**config.mk**
```make
export PLATFORM = sky130hd
export DESIGN_NAME = vgat_timing
export DESIGN_NICKNAME = d
export VERILOG_FILES = /design/src/rtl/vgat_pkg.sv /design/src/rtl/vgat_timing.sv
export SDC_FILE = /design/constraint.sdc
export NUM_CORES = 1
export LEC_CHECK = 0
export BUFFER_PORTS_ARGS = -buffer_cell sky130_fd_sc_hd__buf_2
export CORE_UTILIZATION = 55
export CTS_BUF_LIST = sky130_fd_sc_hd__clkbuf_8
export DETAILED_ROUTE_END_ITERATION = 8
export PLACE_DENSITY = 0.88
export REMOVE_ABC_BUFFERS = 1
export SYNTH_ARGS = -nofsm -noshare
export SYNTH_HDL_FRONTEND = slang
export SYNTH_SLANG_ARGS = --single-unit
```
**constraint.sdc**
```tcl
create_clock -name i_mclk -period 7.35 [get_ports i_mclk]
set_input_delay 1.8375 -clock i_mclk [delete_from_list [all_inputs] [get_ports i_mclk]]
set_output_delay 1.8375 -clock i_mclk [all_outputs]
set_load 0.01 [all_outputs]
```
**src/rtl/vgat_pkg.sv**
```systemverilog
// Constants and types for the 640 by 480 raster timing generator
package vgat_pkg;

  // Clock rates
  localparam int MCLK_HZ = 50_000_000;
  localparam int PIX_HZ = 25_000_000;
  localparam int CLK_PER_PIX = MCLK_HZ / PIX_HZ;
  localparam logic [1:0] DIV_LAST = 2'(CLK_PER_PIX - 1);

  // Counter width
  localparam int CNT_W = 10;

  // Horizontal timing in pixel clocks
  localparam int H_VIS = 640;
  localparam int H_FP = 16;
  localparam int H_PW = 96;
  localparam int H_BP = 48;
  localparam int H_TOTAL = H_VIS + H_FP + H_PW + H_BP;
  localparam logic [9:0] H_VIS_END = 10'(H_VIS);
  localparam logic [9:0] H_SYNC_START = 10'(H_VIS + H_FP);
  localparam logic [9:0] H_SYNC_END = 10'(H_VIS + H_FP + H_PW);
  localparam logic [9:0] H_LAST = 10'(H_TOTAL - 1);

  // Vertical timing in lines
  localparam int V_VIS = 480;
  localparam int V_FP = 10;
  localparam int V_PW = 2;
  localparam int V_BP = 29;
  localparam int V_TOTAL = V_VIS + V_FP + V_PW + V_BP;
  localparam logic [9:0] V_VIS_END = 10'(V_VIS);
  localparam logic [9:0] V_SYNC_START = 10'(V_VIS + V_FP);
  localparam logic [9:0] V_SYNC_END = 10'(V_VIS + V_FP + V_PW);
  localparam logic [9:0] V_LAST = 10'(V_TOTAL - 1);

  // Pixel buffer depth
  localparam logic [1:0] BUF_DEPTH = 2'h2;

  // Colour word: eight red, eight green, four blue levels
  typedef struct packed {
    logic [2:0] red;
    logic [2:0] green;
    logic [1:0] blue;
  } vgat_colour_t;

  localparam vgat_colour_t COLOUR_BLANK = 8'h00;

  // Raster position
  typedef struct packed {
    logic [9:0] col;
    logic [9:0] row;
  } vgat_pos_t;

  // Video memory read request
  typedef struct packed {
    logic valid;
    vgat_pos_t pos;
  } vgat_fetch_t;

endpackage : vgat_pkg

```
**src/rtl/vgat_timing.sv**
```systemverilog
// Raster timing generator with pixel fetch and two-entry pixel buffer
module vgat_timing
(
  // Clock and reset
  input wire logic i_mclk,
  input wire logic i_reset_n,
  // Video memory request
  output vgat_pkg::vgat_fetch_t o_fetch,
  // Pixel data from video memory
  input wire logic i_pix_valid,
  input wire vgat_pkg::vgat_colour_t i_pix_data,
  output logic o_pix_ready,
  // Monitor side
  output logic o_hsync_n,
  output logic o_vsync_n,
  output vgat_pkg::vgat_colour_t o_colour,
  output vgat_pkg::vgat_pos_t o_pos
);

  // Raster counter state
  logic [1:0] div;
  logic [9:0] hcnt;
  logic [9:0] vcnt;
  logic [1:0] next_div;
  logic [9:0] next_hcnt;
  logic [9:0] next_vcnt;
  logic tick;
  logic [9:0] ahead_col;
  logic [9:0] ahead_row;
  logic next_visible;

  // Pixel buffer state
  vgat_pkg::vgat_colour_t slot [2];
  logic wr_idx;
  logic rd_idx;
  logic [1:0] fill;
  vgat_pkg::vgat_colour_t next_slot [2];
  logic next_wr_idx;
  logic next_rd_idx;
  logic [1:0] next_fill;
  logic push;
  logic pop;

  // Output state
  vgat_pkg::vgat_fetch_t next_fetch;
  logic next_pix_ready;
  logic next_hsync_n;
  logic next_vsync_n;
  vgat_pkg::vgat_colour_t next_colour;

  // Counter next values
  always_comb
  begin
    tick = (div == vgat_pkg::DIV_LAST);
    next_div = tick ? 2'h0 : div + 2'h1;
    next_hcnt = hcnt;
    next_vcnt = vcnt;
    if (tick)
    begin
      if (hcnt == vgat_pkg::H_LAST)
      begin
        next_hcnt = 10'h000;
        next_vcnt = (vcnt == vgat_pkg::V_LAST) ? 10'h000 : vcnt + 10'h001;
      end
      else
      begin
        next_hcnt = hcnt + 10'h001;
      end
    end
    // Position one pixel beyond the next, requested ahead of display
    if (next_hcnt == vgat_pkg::H_LAST)
    begin
      ahead_col = 10'h000;
      ahead_row = (next_vcnt == vgat_pkg::V_LAST) ? 10'h000
                                                  : next_vcnt + 10'h001;
    end
    else
    begin
      ahead_col = next_hcnt + 10'h001;
      ahead_row = next_vcnt;
    end
    next_visible = (next_hcnt < vgat_pkg::H_VIS_END) &&
                   (next_vcnt < vgat_pkg::V_VIS_END);
  end

  always_ff @(posedge i_mclk or negedge i_reset_n)
  begin
    if (!i_reset_n)
    begin
      div <= 2'h0;
      hcnt <= 10'h000;
      vcnt <= 10'h000;
    end
    else
    begin
      div <= next_div;
      hcnt <= next_hcnt;
      vcnt <= next_vcnt;
    end
  end

  // Pixel buffer next values
  always_comb
  begin
    push = i_pix_valid && o_pix_ready;
    pop = tick && next_visible && ((fill != 2'h0) || push);
    next_slot = slot;
    next_wr_idx = wr_idx;
    next_rd_idx = rd_idx;
    if (push)
    begin
      next_slot[wr_idx] = i_pix_data;
      next_wr_idx = ~wr_idx;
    end
    if (pop)
    begin
      next_rd_idx = ~rd_idx;
    end
    case ({push, pop})
      2'b10: next_fill = fill + 2'h1;
      2'b01: next_fill = fill - 2'h1;
      default: next_fill = fill;
    endcase
    next_pix_ready = (next_fill != vgat_pkg::BUF_DEPTH);
  end

  always_ff @(posedge i_mclk or negedge i_reset_n)
  begin
    if (!i_reset_n)
    begin
      slot[0] <= vgat_pkg::COLOUR_BLANK;
      slot[1] <= vgat_pkg::COLOUR_BLANK;
      wr_idx <= 1'b0;
      rd_idx <= 1'b0;
      fill <= 2'h0;
      o_pix_ready <= 1'b1;
    end
    else
    begin
      slot <= next_slot;
      wr_idx <= next_wr_idx;
      rd_idx <= next_rd_idx;
      fill <= next_fill;
      o_pix_ready <= next_pix_ready;
    end
  end

  // Output next values
  always_comb
  begin
    next_fetch.valid = tick && (ahead_col < vgat_pkg::H_VIS_END) &&
                       (ahead_row < vgat_pkg::V_VIS_END);
    next_fetch.pos.col = ahead_col;
    next_fetch.pos.row = ahead_row;
    next_hsync_n = !((next_hcnt >= vgat_pkg::H_SYNC_START) &&
                     (next_hcnt < vgat_pkg::H_SYNC_END));
    next_vsync_n = !((next_vcnt >= vgat_pkg::V_SYNC_START) &&
                     (next_vcnt < vgat_pkg::V_SYNC_END));
    next_colour = o_colour;
    if (pop)
    begin
      if (fill == 2'h0)
      begin
        next_colour = i_pix_data;
      end
      else
      begin
        next_colour = slot[rd_idx];
      end
    end
    else if (tick)
    begin
      next_colour = vgat_pkg::COLOUR_BLANK;
    end
  end

  always_ff @(posedge i_mclk or negedge i_reset_n)
  begin
    if (!i_reset_n)
    begin
      o_fetch <= '0;
      o_hsync_n <= 1'b1;
      o_vsync_n <= 1'b1;
      o_colour <= vgat_pkg::COLOUR_BLANK;
      o_pos <= '0;
    end
    else
    begin
      o_fetch <= next_fetch;
      o_hsync_n <= next_hsync_n;
      o_vsync_n <= next_vsync_n;
      o_colour <= next_colour;
      o_pos.col <= next_hcnt;
      o_pos.row <= next_vcnt;
    end
  end
endmodule : vgat_timing

```
Word level (Yosys, flattened, before mapping)
Index checks and enable logic that the tools add are counted.

operators by class
  div/mod/pow operators = 0
  muxes and demuxes = 19
  $lt $le $gt $ge = 11
  $add $sub $neg = 7
  multiply operators = 0
  bitwise logic cells = 4
  reduce and logical (&&, ||, !) cells = 15
  shift operators = 0
  equality and inequality tests = 8

operators by type and width
  kind                                                                    number
  10-bit two-way mux                                                      8
  8-bit two-way mux                                                       7
  10-bit by 1-bit adder with 10-bit output, second input constant         4
  10-bit equality test, second input constant                             4
  10-bit < comparator, second input constant                              3
  10-bit by 9-bit < comparator with 1-bit output, second input constant   3
  16-bit bitwise mux                                                      1
  10-bit >= comparator, second input constant                             1
  10-bit by 9-bit >= comparator with 1-bit output, second input constant  1
  1-bit logical AND                                                       9
  8-bit demux with 1-bit select                                           1
  2-bit by 1-bit adder with 2-bit output, second input constant           2
  2-bit by 1-bit equality test with 1-bit output, second input constant   2
  2-bit >= comparator, second input constant                              2
  1-bit inverter with 2-bit output                                        2
  2-bit one-hot mux with 2 select lines                                   1
  2-bit nonzero test                                                      2
  2-bit equality test, second input constant                              1
  1-bit logical NOT                                                       2
  2-bit logical NOT                                                       1
  2-bit by 1-bit < comparator with 1-bit output, second input constant    1
  2-bit two-way mux                                                       1
  2-bit != test, second input constant                                    1
  1-bit inverter                                                          2
  other kinds (2)                                                         2

storage, ports and cells
  register bits after elaboration = 74
  bits in latches = 0
  output and inout bits = 52
  bits of input ports = 11
  memories kept = 0
  bits in read-only memories = 0
  RAM bits = 0

Depth between registers and ports, before layout
Gate-level depths: netlist (run 1).

  word-level depth = 11
  mapped depth = 16
  mapped depth without buffers = 14

Least setup slack after synthesis (run 1)
No wires, ideal clock.

  path kind = input to register
  from = in i_pix_valid
  to = reg o_pix_ready
  data required time = 7269 ps
  slack = 4269 ps
  path buffers = 0
  data arrival time = 3000 ps
  stages = 8
  library setup time = 81 ps
  cell sequence = nand2_1 > a21oi_1 > nand4b_1 > inv_1 > ha_1 > nor2_1 > xor2_1 > nand2b_1

on the way
  cells in the longest elaborated chain, start to end = 6
  elaborated cells on any way between the ends = 7
  classes of those cells = 3 x eq/ne; 1 x mux; 3 x reduce/logical

ends and longest elaborated chain
  element                                                                                       line                RTL
  from (decl)                                                                                   vgat_timing.sv:10   input wire logic i_pix_valid,
  1-bit logical AND *                                                                           vgat_timing.sv:105  push = i_pix_valid && o_pix_ready;
  1-bit logical OR *                                                                            vgat_timing.sv:106  pop = tick && next_visible && ((fill != 2'h0) || push);
  1-bit logical AND *                                                                           vgat_timing.sv:106
  via pop                                                                                       vgat_timing.sv:42   logic pop;
  2-bit by 1-bit equality test with 1-bit output / 2-bit equality test (equally long branches)  vgat_timing.sv:119  case ({push, pop})
  2-bit one-hot mux with 2 select lines *                                                       vgat_timing.sv:119
  via next_fill[1]                                                                              vgat_timing.sv:40   logic [1:0] next_fill;
  2-bit != test *                                                                               vgat_timing.sv:124  next_pix_ready = (next_fill != vgat_pkg::BUF_DEPTH);
  via next_pix_ready                                                                            vgat_timing.sv:46   logic next_pix_ready;
  to (signal assigned)                                                                          vgat_timing.sv:144  o_pix_ready <= next_pix_ready;
  to (decl)                                                                                     vgat_timing.sv:12   output logic o_pix_ready,

The timed path passes the listed nets; every way through them passes the cells marked *.
A chain may end at the register's enable or synchronous reset.

==> results.yml, run 1 <==
place:
  gp_congestion: 0.896
  hpwlAfterDp_mm: 6.30
  place_inst: 516
  io_buffers: 62
final_layout:
  final_common_cell: "dfrtp_1"
  fill_cells: 554
  drive_gt1_share_pct: 28.0
  layout.cells.non_filler: 532
  fin_nets: 450
  area_growth_pct: 14.4
  final_core_util_pct: 65.8
  regArea_sq_mm: 0.00186
  antenna_cells: 0
  final_cell_mix: "dfrtp_1, buf_2, nand2_1"
  multi_input_area_sq_mm: 0.00193
drt:
  via_per_inst: 5.85
  wl_per_cell_microns: 16.8
  drcViolationCount: 0
  wirelength_mm: 8.92
  num_vias: 3112
  ant_nets: 0
  drt_first_pass_iters: 5
  drt-initial-drc-count: 248
job:
  drv_cap: 0
global_route:
  grt_max_degree: 75
  grt.total_usage_pct: 25.1
  grt_pass1_vias: 2979
  antenna_found_initial: 0
  grt_pass1_wl_mm: 14.3
  grt_overflow: 0
critical_path:
  regToRegSetupSlack_ns: 2.94
  required_ns: 7.63
  crit_end: "o_pix_ready"
  critical_path_arrival_ns: 4.69
  setup.worst_path.start: "o_pos[10]"
  crit_type: "register to register"
  cp-end-kind: "register"
  reg2reg_depth: 12
  start_kind: "register"
  path_max_fanout: 11
  crit-reg2reg-launch: "o_pos[10]"
  r2r_end: "o_pix_ready"
hold_path:
  worstHoldPathType: "register to register"
clock_tree:
  clk_pin_slew_worst_paths_ns: 0.08
  cts.sinks: 74
  holdBufCountCts: 0
  cts_resized: 0
  cts-root-buf: "clkbuf_8"
  clock_path_buffers: 2
  clock_latency_ns: 0.35
  postCtsSetupRepairBufs: 0
  htree_levels: 3
  cts_tree: "done"
  cts_made_buffers: 9
synth:
  seq_area_frac_synth_pct: 46.9
  synth_cell_types: 71
  yosys_register_bits: 74
  ys_warn_count: 0
  syn_area_sq_mm: 0.00395
  async_flop_share_pct: 100
  syn_area_per_cell_sq_um: 10.6
  synth-edff-count: 0
  syn_inst: 372
  ys.flop_type: "dfrtp_1"
timing:
  worstMarginPinSlew_ns: 1.06
  final_hold_viol_count: 0
  fin_crit_ns: 4.41
  clock_skew_ns: 0.00898
  timing.hold.ws_ns: 0.487
  tns_ns: 0
  fmax_mhz: 227
  rsz0062_at_grt: "false"
  finalSetupViolations: 0
  report.final.slew_viol_count: 0
  period_share_pct: 60.0
  slew_headroom_pct: 28.7
floorplan:
  row_count: 30
  core_area_sq_mm: 0.00687
  dieArea_sq_mm: 0.00753
  start_util_pct: 57.6
  pin_count: 63
  dieHeight_microns: 86.8
  fp.dieW_microns: 86.8
power:
  peakVddDrop_uv: 176
  p_per_area_mw_per_mm2: 257
  p_leak_uw: 0.00211
outcome:
  status: "finished clean"
cell usage after synthesis (4+ instances only):
cell | n | area, sq um
mux2i_1 | 10 | 100
mux2_2 | 17 | 191
and4_1 | 4 | 35.0
nor2b_1 | 6 | 37.5
nand4b_1 | 4 | 35.0
o31ai_1 | 5 | 37.5
inv_1 | 18 | 67.6
nor4_1 | 4 | 25.0
nand3_1 | 8 | 40.0
xnor2_1 | 18 | 158
a21oi_1 | 16 | 80.1
nand4_1 | 5 | 31.3
o21ai_0 | 14 | 70.1
dfrtp_1 | 71 | 1780
ha_1 | 8 | 100
buf_2 | 5 | 25.0
and3_1 | 5 | 31.3
buf_4 | 5 | 37.5
a31oi_1 | 4 | 25.0
nor2_1 | 27 | 101
nand2_1 | 29 | 109
nor3_1 | 9 | 45.0
nand2b_1 | 5 | 31.3
where the power goes:
| group | switching (uW) | internal, uW | leakage, uW | total [uW] |
|---|---|---|---|---|
| Sequential | 58.7 | 492 | 0.000938 | 551 |
| Clock | 147 | 198 | 0.000113 | 345 |
| Combinational | 138 | 131 | 0.00106 | 268 |
critical path, stage by stage, from the launching register on:
cell and delay, ns:
dfrtp_1 0.46, ha_1 0.44, nand3b_2 0.21, nor4_2 0.93, nand3_1 0.28, mux2i_2 0.49, nor4_4 0.12, nand4b_1 0.47
inv_1 0.17, ha_1 0.27, nor2_1 0.17, xor2_1 0.23, nand2b_1 0.09
layout make-up:
type	count	share of cell area, %
timing repair buffer	63	7.03
clock buffer	10	3.04
multi-input combinational	262	42.7
sequential	74	41.0
tap	96	2.66
clock inverter	6	1.80
inverter	21	1.74
metal layers:
metal  GRT usage, %  vias to the layer above  routed length, microns
met5              0                        -                       0
met4           11.7                        0                     176
met3           3.62                       13                     387
met2           42.8                      122                    4480
met1           31.5                     1533                    3880
li1               -                     1444                       -
worst min-delay path by stage:
stage,startpoint,end,cells past startpoint
detailed placement,o_colour[6],o_colour[6],2
floorplan,fill[1],fill[1],1
finish,o_colour[6],o_colour[6],2
global placement,fill[1],fill[1],1
CTS,o_colour[6],o_colour[6],2
global route,fill[1],fill[1],1
metrics by stage:
stage                     power, uW  area, sq um  setup WS [ns]
after floorplan                 732         3860           3.91
after CTS                      1170         4520           3.06
final                          1160         4520           2.94
after global placement          801         4300           3.50
after global routing           1220         4520           2.77
after detailed placement        824         4300           3.16
cell families after synthesis:
group | synth area share [%]
adders and majority gates | 2.53
AOI/OAI and AO/OA | 10.9
DFF | 46.9
xor gates and xnor gates | 5.47
muxes | 7.72
buffers and inverters | 4.24
and+or+nand+nor | 22.2
registers in the layout, indices dropped and copies added (netlist names):
signal	cells
div	2
rd_idx	1
o_hsync_n	1
o_pos	20
wr_idx	1
slot	16
o_fetch	21
o_pix_ready	1
fill	2
o_vsync_n	1
o_colour	8
No activity file was read; power rests on OpenSTA's default activity.
==> run 2, diff against run 1 <==
- ABC_AREA: not set -> 1
- clock period: 7.35 -> 4.3 ns (I/O delays scaled with it)
==> run 2 against run 1 <==
Effect of this change:
- clock power increased by 49%
- non-clock buffer count rose by 2
- synthesized area decreased by 1.1%
- sequential share of layout area is 0.29 points higher
- critical endpoint is now o_fetch[20]
- via count up 13%
- total power grew 62%
==> results.yml, run 2 <==
global_route:
  use_met3_pct: 4.10
  grt.total_usage_pct: 26.1
  grt_max_degree: 75
  grt_pass1_wl_mm: 15.0
  grt_overflow: 0
  grtUsageMet1_pct: 36.3
  use_met2_pct: 41.3
  busiest_layer: "met2"
  antenna_found_initial: 0
  grt_pass1_vias: 3196
clock_tree:
  cts_resized: 0
  cts-root-buf: "clkbuf_8"
  clk_pin_slew_worst_paths_ns: 0.08
  cts_made_buffers: 9
  cts_tree: "done"
  clock_latency_ns: 0.35
  htree_levels: 3
  postCtsSetupRepairBufs: 0
  holdBufCountCts: 0
  clock_path_buffers: 2
  cts.sinks: 74
synth:
  ys.flop_type: "dfrtp_1"
  synth.area.top_cells: "dfrtp_1, nand2_1, inv_1, nor2_1, nand3_1"
  syn_area_per_cell_sq_um: 7.78
  yosysTopAreaCell: "dfrtp_1"
  syn_area_sq_mm: 0.00391
  synth_top_area_share_pct: 45.4
  async_flop_share_pct: 100
  syn_inst: 503
  yosys_register_bits: 74
  synth-edff-count: 0
  synth_cell_types: 36
  ys_warn_count: 0
  synth.most_common_cell: "nand2_1"
  synth_common_cells: "nand2_1, dfrtp_1, inv_1"
  seq_area_frac_synth_pct: 47.4
final_layout:
  drive_gt1_share_pct: 20.6
  fill_cells: 597
  final_common_cell: "nand2_1"
  layout.cells.non_filler: 670
  antenna_cells: 0
  fin_nets: 588
  reg_top3: "o_fetch: 21 flops, o_pos: 20 flops, slot: 16 flops"
  top_register: "o_fetch"
  largest_reg_flops: 21
  final_cell_mix: "nand2_1, inv_1, dfrtp_1"
  area_growth_pct: 14.8
place:
  gp_congestion: 0.917
  place_inst: 654
  hpwlAfterDp_mm: 6.54
  io_buffers: 62
hold_path:
  worstHoldPathType: "register to register"
  min_to: "slot[6]"
  min_path_cells: 2
  hold_path.startpoint: "slot[6]"
critical_path:
  start_kind: "register"
  worst-path-buf-inv: 1
  critPathMaxStageDelay_ns: 0.44
  cp-end-kind: "register"
  regToRegSetupSlack_ns: 1.02
  crit_top_cell: "nand2_1"
  crit-reg2reg-launch: "o_pos[10]"
  reg2reg_depth: 20
  cp_slowest_cell: "dfrtp_1"
  r2r_end: "o_fetch[20]"
  setup.worst_path.start: "o_pos[10]"
  crit_type: "register to register"
  cp_cell_sequence: "ha_1 -> nand3_4 -> nor2_8 -> nand2_1 -> nand3_1 -> nand2_1 -> ha_1 -> nand3_1 -> a21oi_2 -> nand2_1 -> nor2_1 -> nand2_1 -> inv_1 -> nand2_1 -> nand2_1 -> nand2_1 -> nor2_1 -> nand2_1 -> nor2_1 -> nor2_1"
  required_ns: 4.54
  critPathTopFamily: "simple AND/OR/NAND/NOR gates"
  critical_path_arrival_ns: 3.52
  path_max_fanout: 15
drt:
  via_per_inst: 5.23
  drt_first_pass_iters: 5
  num_vias: 3507
  drt-initial-drc-count: 304
  ant_nets: 0
  drcViolationCount: 0
  wl_per_cell_microns: 13.2
  wirelength_mm: 8.83
timing:
  timing.hold.ws_ns: 0.487
  finalSetupViolations: 0
  final_hold_viol_count: 0
  fin_crit_ns: 3.28
  report.final.slew_viol_count: 0
  worstMarginPinSlew_ns: 0.900
  rsz0062_at_grt: "false"
  slew_headroom_pct: 40.0
  fmax_mhz: 305
  clock_skew_ns: 0.0103
  period_share_pct: 76.2
  tns_ns: 0
job:
  drv_cap: 0
floorplan:
  start_util_pct: 57.3
  dieHeight_microns: 86.3
  pin_count: 63
  row_count: 30
  core_area_sq_mm: 0.00683
  dieArea_sq_mm: 0.00745
  fp.dieW_microns: 86.3
power:
  p_per_area_mw_per_mm2: 419
  peakVddDrop_uv: 355
  p_leak_uw: 0.00244
outcome:
  status: "finished clean"
[run 2: changes by cell type in the layout (fill, tap and decap cells not counted), moves of 6 or more]
cell     previous run  this run
nand2_1            29       133
inv_1              19        72
nand3_1             8        35
nor2_1             27        53
o21ai_0            14        34
mux2_2             17         0
xnor2_1            18         1
mux2i_1            10         0
nand2_2             0         9
nand4_1             5        12
nor2b_1             6         0
[run 2: final cells by class]
type	count	area, sq um	share of cell area, %
Sequential cell	74	1860	41.3
Clock buffer	9	124	2.76
Clock inverter	7	63.8	1.42
Inverter	76	289	6.44
Timing Repair Buffer	65	333	7.41
Tap cell	96	120	2.67
Multi-Input combinational cell	343	1710	38.0
[run 2: cells by family (layout without fill, tap and decap cells)]
group                      Yosys count  count (layout)  share of synthesized area, %
AOI/OAI and AO/OA                   56              56                          7.71
xor gates and xnor gates             3               3                         0.672
adders and majority gates            8               8                          2.56
buffers and inverters               86             157                          8.96
DFF                                 74              74                          47.4
and+or+nand+nor                    276             276                          32.7
[run 2: how the worst max path moves through the flow]
stage	endpoint	slack, ns	depth (start not counted)
2_1_floorplan	o_fetch[20]	1.50	20
3_3_place_gp	o_fetch[20]	1.24	20
3_5_place_dp	o_fetch[20]	1.08	20
4_1_cts	o_fetch[20]	1.06	20
5_1_grt	o_fetch[20]	0.67	20
6_report	o_fetch[20]	1.02	20
[run 2: report_power, final]
| part | internal (uW) | total [uW] | switching [uW] | leakage, uW |
|---|---|---|---|---|
| clock network | 263 | 514 | 251 | 0.000107 |
| registers | 833 | 916 | 83.2 | 0.000951 |
| logic | 176 | 452 | 276 | 0.00138 |
| total | 1270 | 1880 | 611 | 0.00244 |
[run 2: worst min-delay path: stages (launching register included)]
cell     delay, ns
dfrtp_1       0.35
nand2_1       0.05
o21ai_0       0.06
[run 2: layer usage]
metal	vias to the layer above	routed length (microns)
met1	1633	4010
met5	-	0
met2	140	4240
met4	0	148
li1	1721	-
met3	13	437
[run 2: through the flow]
step | power, uW | worst slack, ns | cell area (sq um) | utilization, %
6_report | 1880 | 1.02 | 4490 | 65.7
5_1_grt | 2010 | 0.671 | 4490 | 65.7
4_1_cts | 1890 | 1.06 | 4490 | 65.7
3_5_place_dp | 1380 | 1.08 | 4300 | 63.0
3_3_place_gp | 1350 | 1.24 | 4300 | 63.0
2_1_floorplan | 1220 | 1.50 | 3850 | -
==> run 3, diff against run 2 <==
- ABC_AREA: 1 -> 0
- CORE_UTILIZATION: 55 -> 53
- clock period: 4.3 -> 3 ns (I/O delays scaled with it)
==> run 3 against run 2 <==
Effect of this change:
- the flow now finishes with violations (DRC)
- worst setup slack worse by 0.99 ns
- clock skew down 0.0030 ns
- total power up 48%
- critical path depth down 10
- flip-flop and latch count unchanged
- critical endpoint unchanged
- non-clock buffer count up 40
- clock-buffer cell count up 2
- final area up 10%
- worst hold slack worse by 0.092 ns
- die area up 4.8%
==> results.yml, run 3 (same netlist as run 1, synthesis figures left out) <==
drt:
  wl_per_cell_microns: 17.1
  drt_first_pass_iters: 7
  wirelength_mm: 9.89
  num_vias: 3261
  drcViolationCount: 2
  via_per_inst: 5.65
  drt-initial-drc-count: 159
  ant_nets: 0
floorplan:
  fp.dieW_microns: 88.4
  dieHeight_microns: 88.4
  row_count: 31
  core_area_sq_mm: 0.00721
  dieArea_sq_mm: 0.00781
  start_util_pct: 54.8
  pin_count: 63
outcome:
  violations: "DRC"
  status: "complete, but fails checks"
critical_path:
  crit_type: "register to register"
  start_kind: "register"
  crit-reg2reg-launch: "o_pos[17]"
  cp-end-kind: "register"
  setup.worst_path.start: "o_pos[17]"
  critical_path_arrival_ns: 3.20
  required_ns: 3.23
  reg2reg_depth: 10
  regToRegSetupSlack_ns: 0.04
  critPathMaxStageDelay_ns: 0.56
  path_max_fanout: 8
  cp_slowest_cell: "a2111oi_0"
  r2r_end: "o_fetch[20]"
  cp_cell_sequence: "nand2b_1 -> nor4_4 -> buf_4 -> a21oi_1 -> nor3_1 -> nor3_1 -> buf_4 -> a2111oi_0 -> o211a_1 -> nor4b_2"
final_layout:
  reg_top3: "o_fetch: 21 flops, o_pos: 20 flops, slot: 16 flops"
  final_cell_area_sq_mm: 0.00495
  fill_cells: 555
  antenna_cells: 0
  area_growth_pct: 25.2
  top_register: "o_fetch"
  fin_nets: 492
  regArea_sq_mm: 0.00186
  drive_gt1_share_pct: 37.0
  final_cell_mix: "dfrtp_1, buf_2, buf_4"
  final_common_cell: "dfrtp_1"
  multi_input_area_sq_mm: 0.00204
  largest_reg_flops: 21
timing:
  worstMarginPinSlew_ns: 0.598
  period_share_pct: 98.8
  fmax_mhz: 337
  rsz0062_at_grt: "true"
  slew_headroom_pct: 60.1
  finalSetupViolations: 0
  report.final.slew_viol_count: 0
  tns_ns: 0
  fin_crit_ns: 2.96
  clock_skew_ns: 0.00731
  final_hold_viol_count: 0
power:
  p_leak_uw: 0.00237
  peakVddDrop_uv: 275
  p_per_area_mw_per_mm2: 564
clock_tree:
  cts_tree: "done"
  htree_levels: 3
  clock_path_buffers: 2
  cts-root-buf: "clkbuf_8"
  clk_pin_slew_worst_paths_ns: 0.07
  holdBufCountCts: 0
  clock_latency_ns: 0.36
  cts.sinks: 74
  cts_made_buffers: 9
place:
  gp_congestion: 0.929
  placed_area_sq_mm: 0.00458
  io_buffers: 62
  hpwlAfterDp_mm: 6.96
global_route:
  grt_max_degree: 52
  grt_pass1_wl_mm: 15.3
  grt.total_usage_pct: 26.2
  grt_overflow: 0
  antenna_found_initial: 0
  grt_pass1_vias: 3047
job:
  drv_cap: 0
hold_path:
  worstHoldPathType: "input pin to async pin"
==> run 3: cell types whose count changed in the layout (fill, tap and decap cells not counted), sizes merged, moves of 6 or more <==
cell,delta
buf,+40
inv,-55
mux2,+17
mux2i,+11
nand2,-113
nand3,-32
nand4,-6
nor2,-37
nor2b,+6
nor4,+7
o21ai,-22
xnor2,+18
==> run 3: worst max-delay path, delay by kind of cell (launching register included) <==
family / cells / cell delay (ns)
simple gates: 5 / 1.13
buf+inv: 2 / 0.41
compound gates: 3 / 0.90
flops: 1 / 0.41
==> run 3: area by class of cell <==
cell class | count | share of cell area (%)
inverter | 21 | 1.59
sequential | 74 | 37.5
multi-input combinational | 262 | 41.2
clock buffer | 11 | 3.06
clock inverter | 5 | 0.986
timing repair buffer | 105 | 13.1
tap | 99 | 2.50
==> run 3: metal layers <==
metal,GRT usage (%),vias to the layer above,routed length [microns]
met1,35.4,1582,4210
met4,12.0,0,208
li1,-,1533,-
met5,0,-,0
met2,42.0,127,4900
met3,3.54,19,563
==> run 3: power breakdown <==
group	internal, uW	switching (uW)
registers	1210	135
clock network	421	357
logic	339	335
==> run 3: how the worst max path moves through the flow <==
stage	cells after the start	slack, ns	end
6_report	10	0.04	o_fetch[20]
3_3_place_gp	11	0.12	o_fetch[3]
3_5_place_dp	12	0.04	o_pix_ready
5_1_grt	13	-0.09	o_pix_ready
2_1_floorplan	12	-0.44	o_pix_ready
4_1_cts	13	0.003	o_fetch[20]
==> run 3: per-stage QoR <==
step | hold WS [ns] | utilization, % | setup WS [ns] | instances | power (uW)
2_1_floorplan | 0.454 | - | -0.441 | 357 | 1790
3_3_place_gp | 0.456 | 63.5 | 0.119 | 554 | 1960
3_5_place_dp | 0.465 | 63.5 | 0.0401 | 554 | 2030
4_1_cts | 0.403 | 66.3 | 0.00312 | 570 | 2800
5_1_grt | 0.422 | 68.6 | -0.0948 | 577 | 2950
6_report | 0.395 | 68.6 | 0.0357 | 577 | 2790
==> run 3: repair_timing <==
item,4_1_cts,5_1_grt
buffers inserted,0,7
gates resized for setup,0,24
setup endpoints to repair,0,11
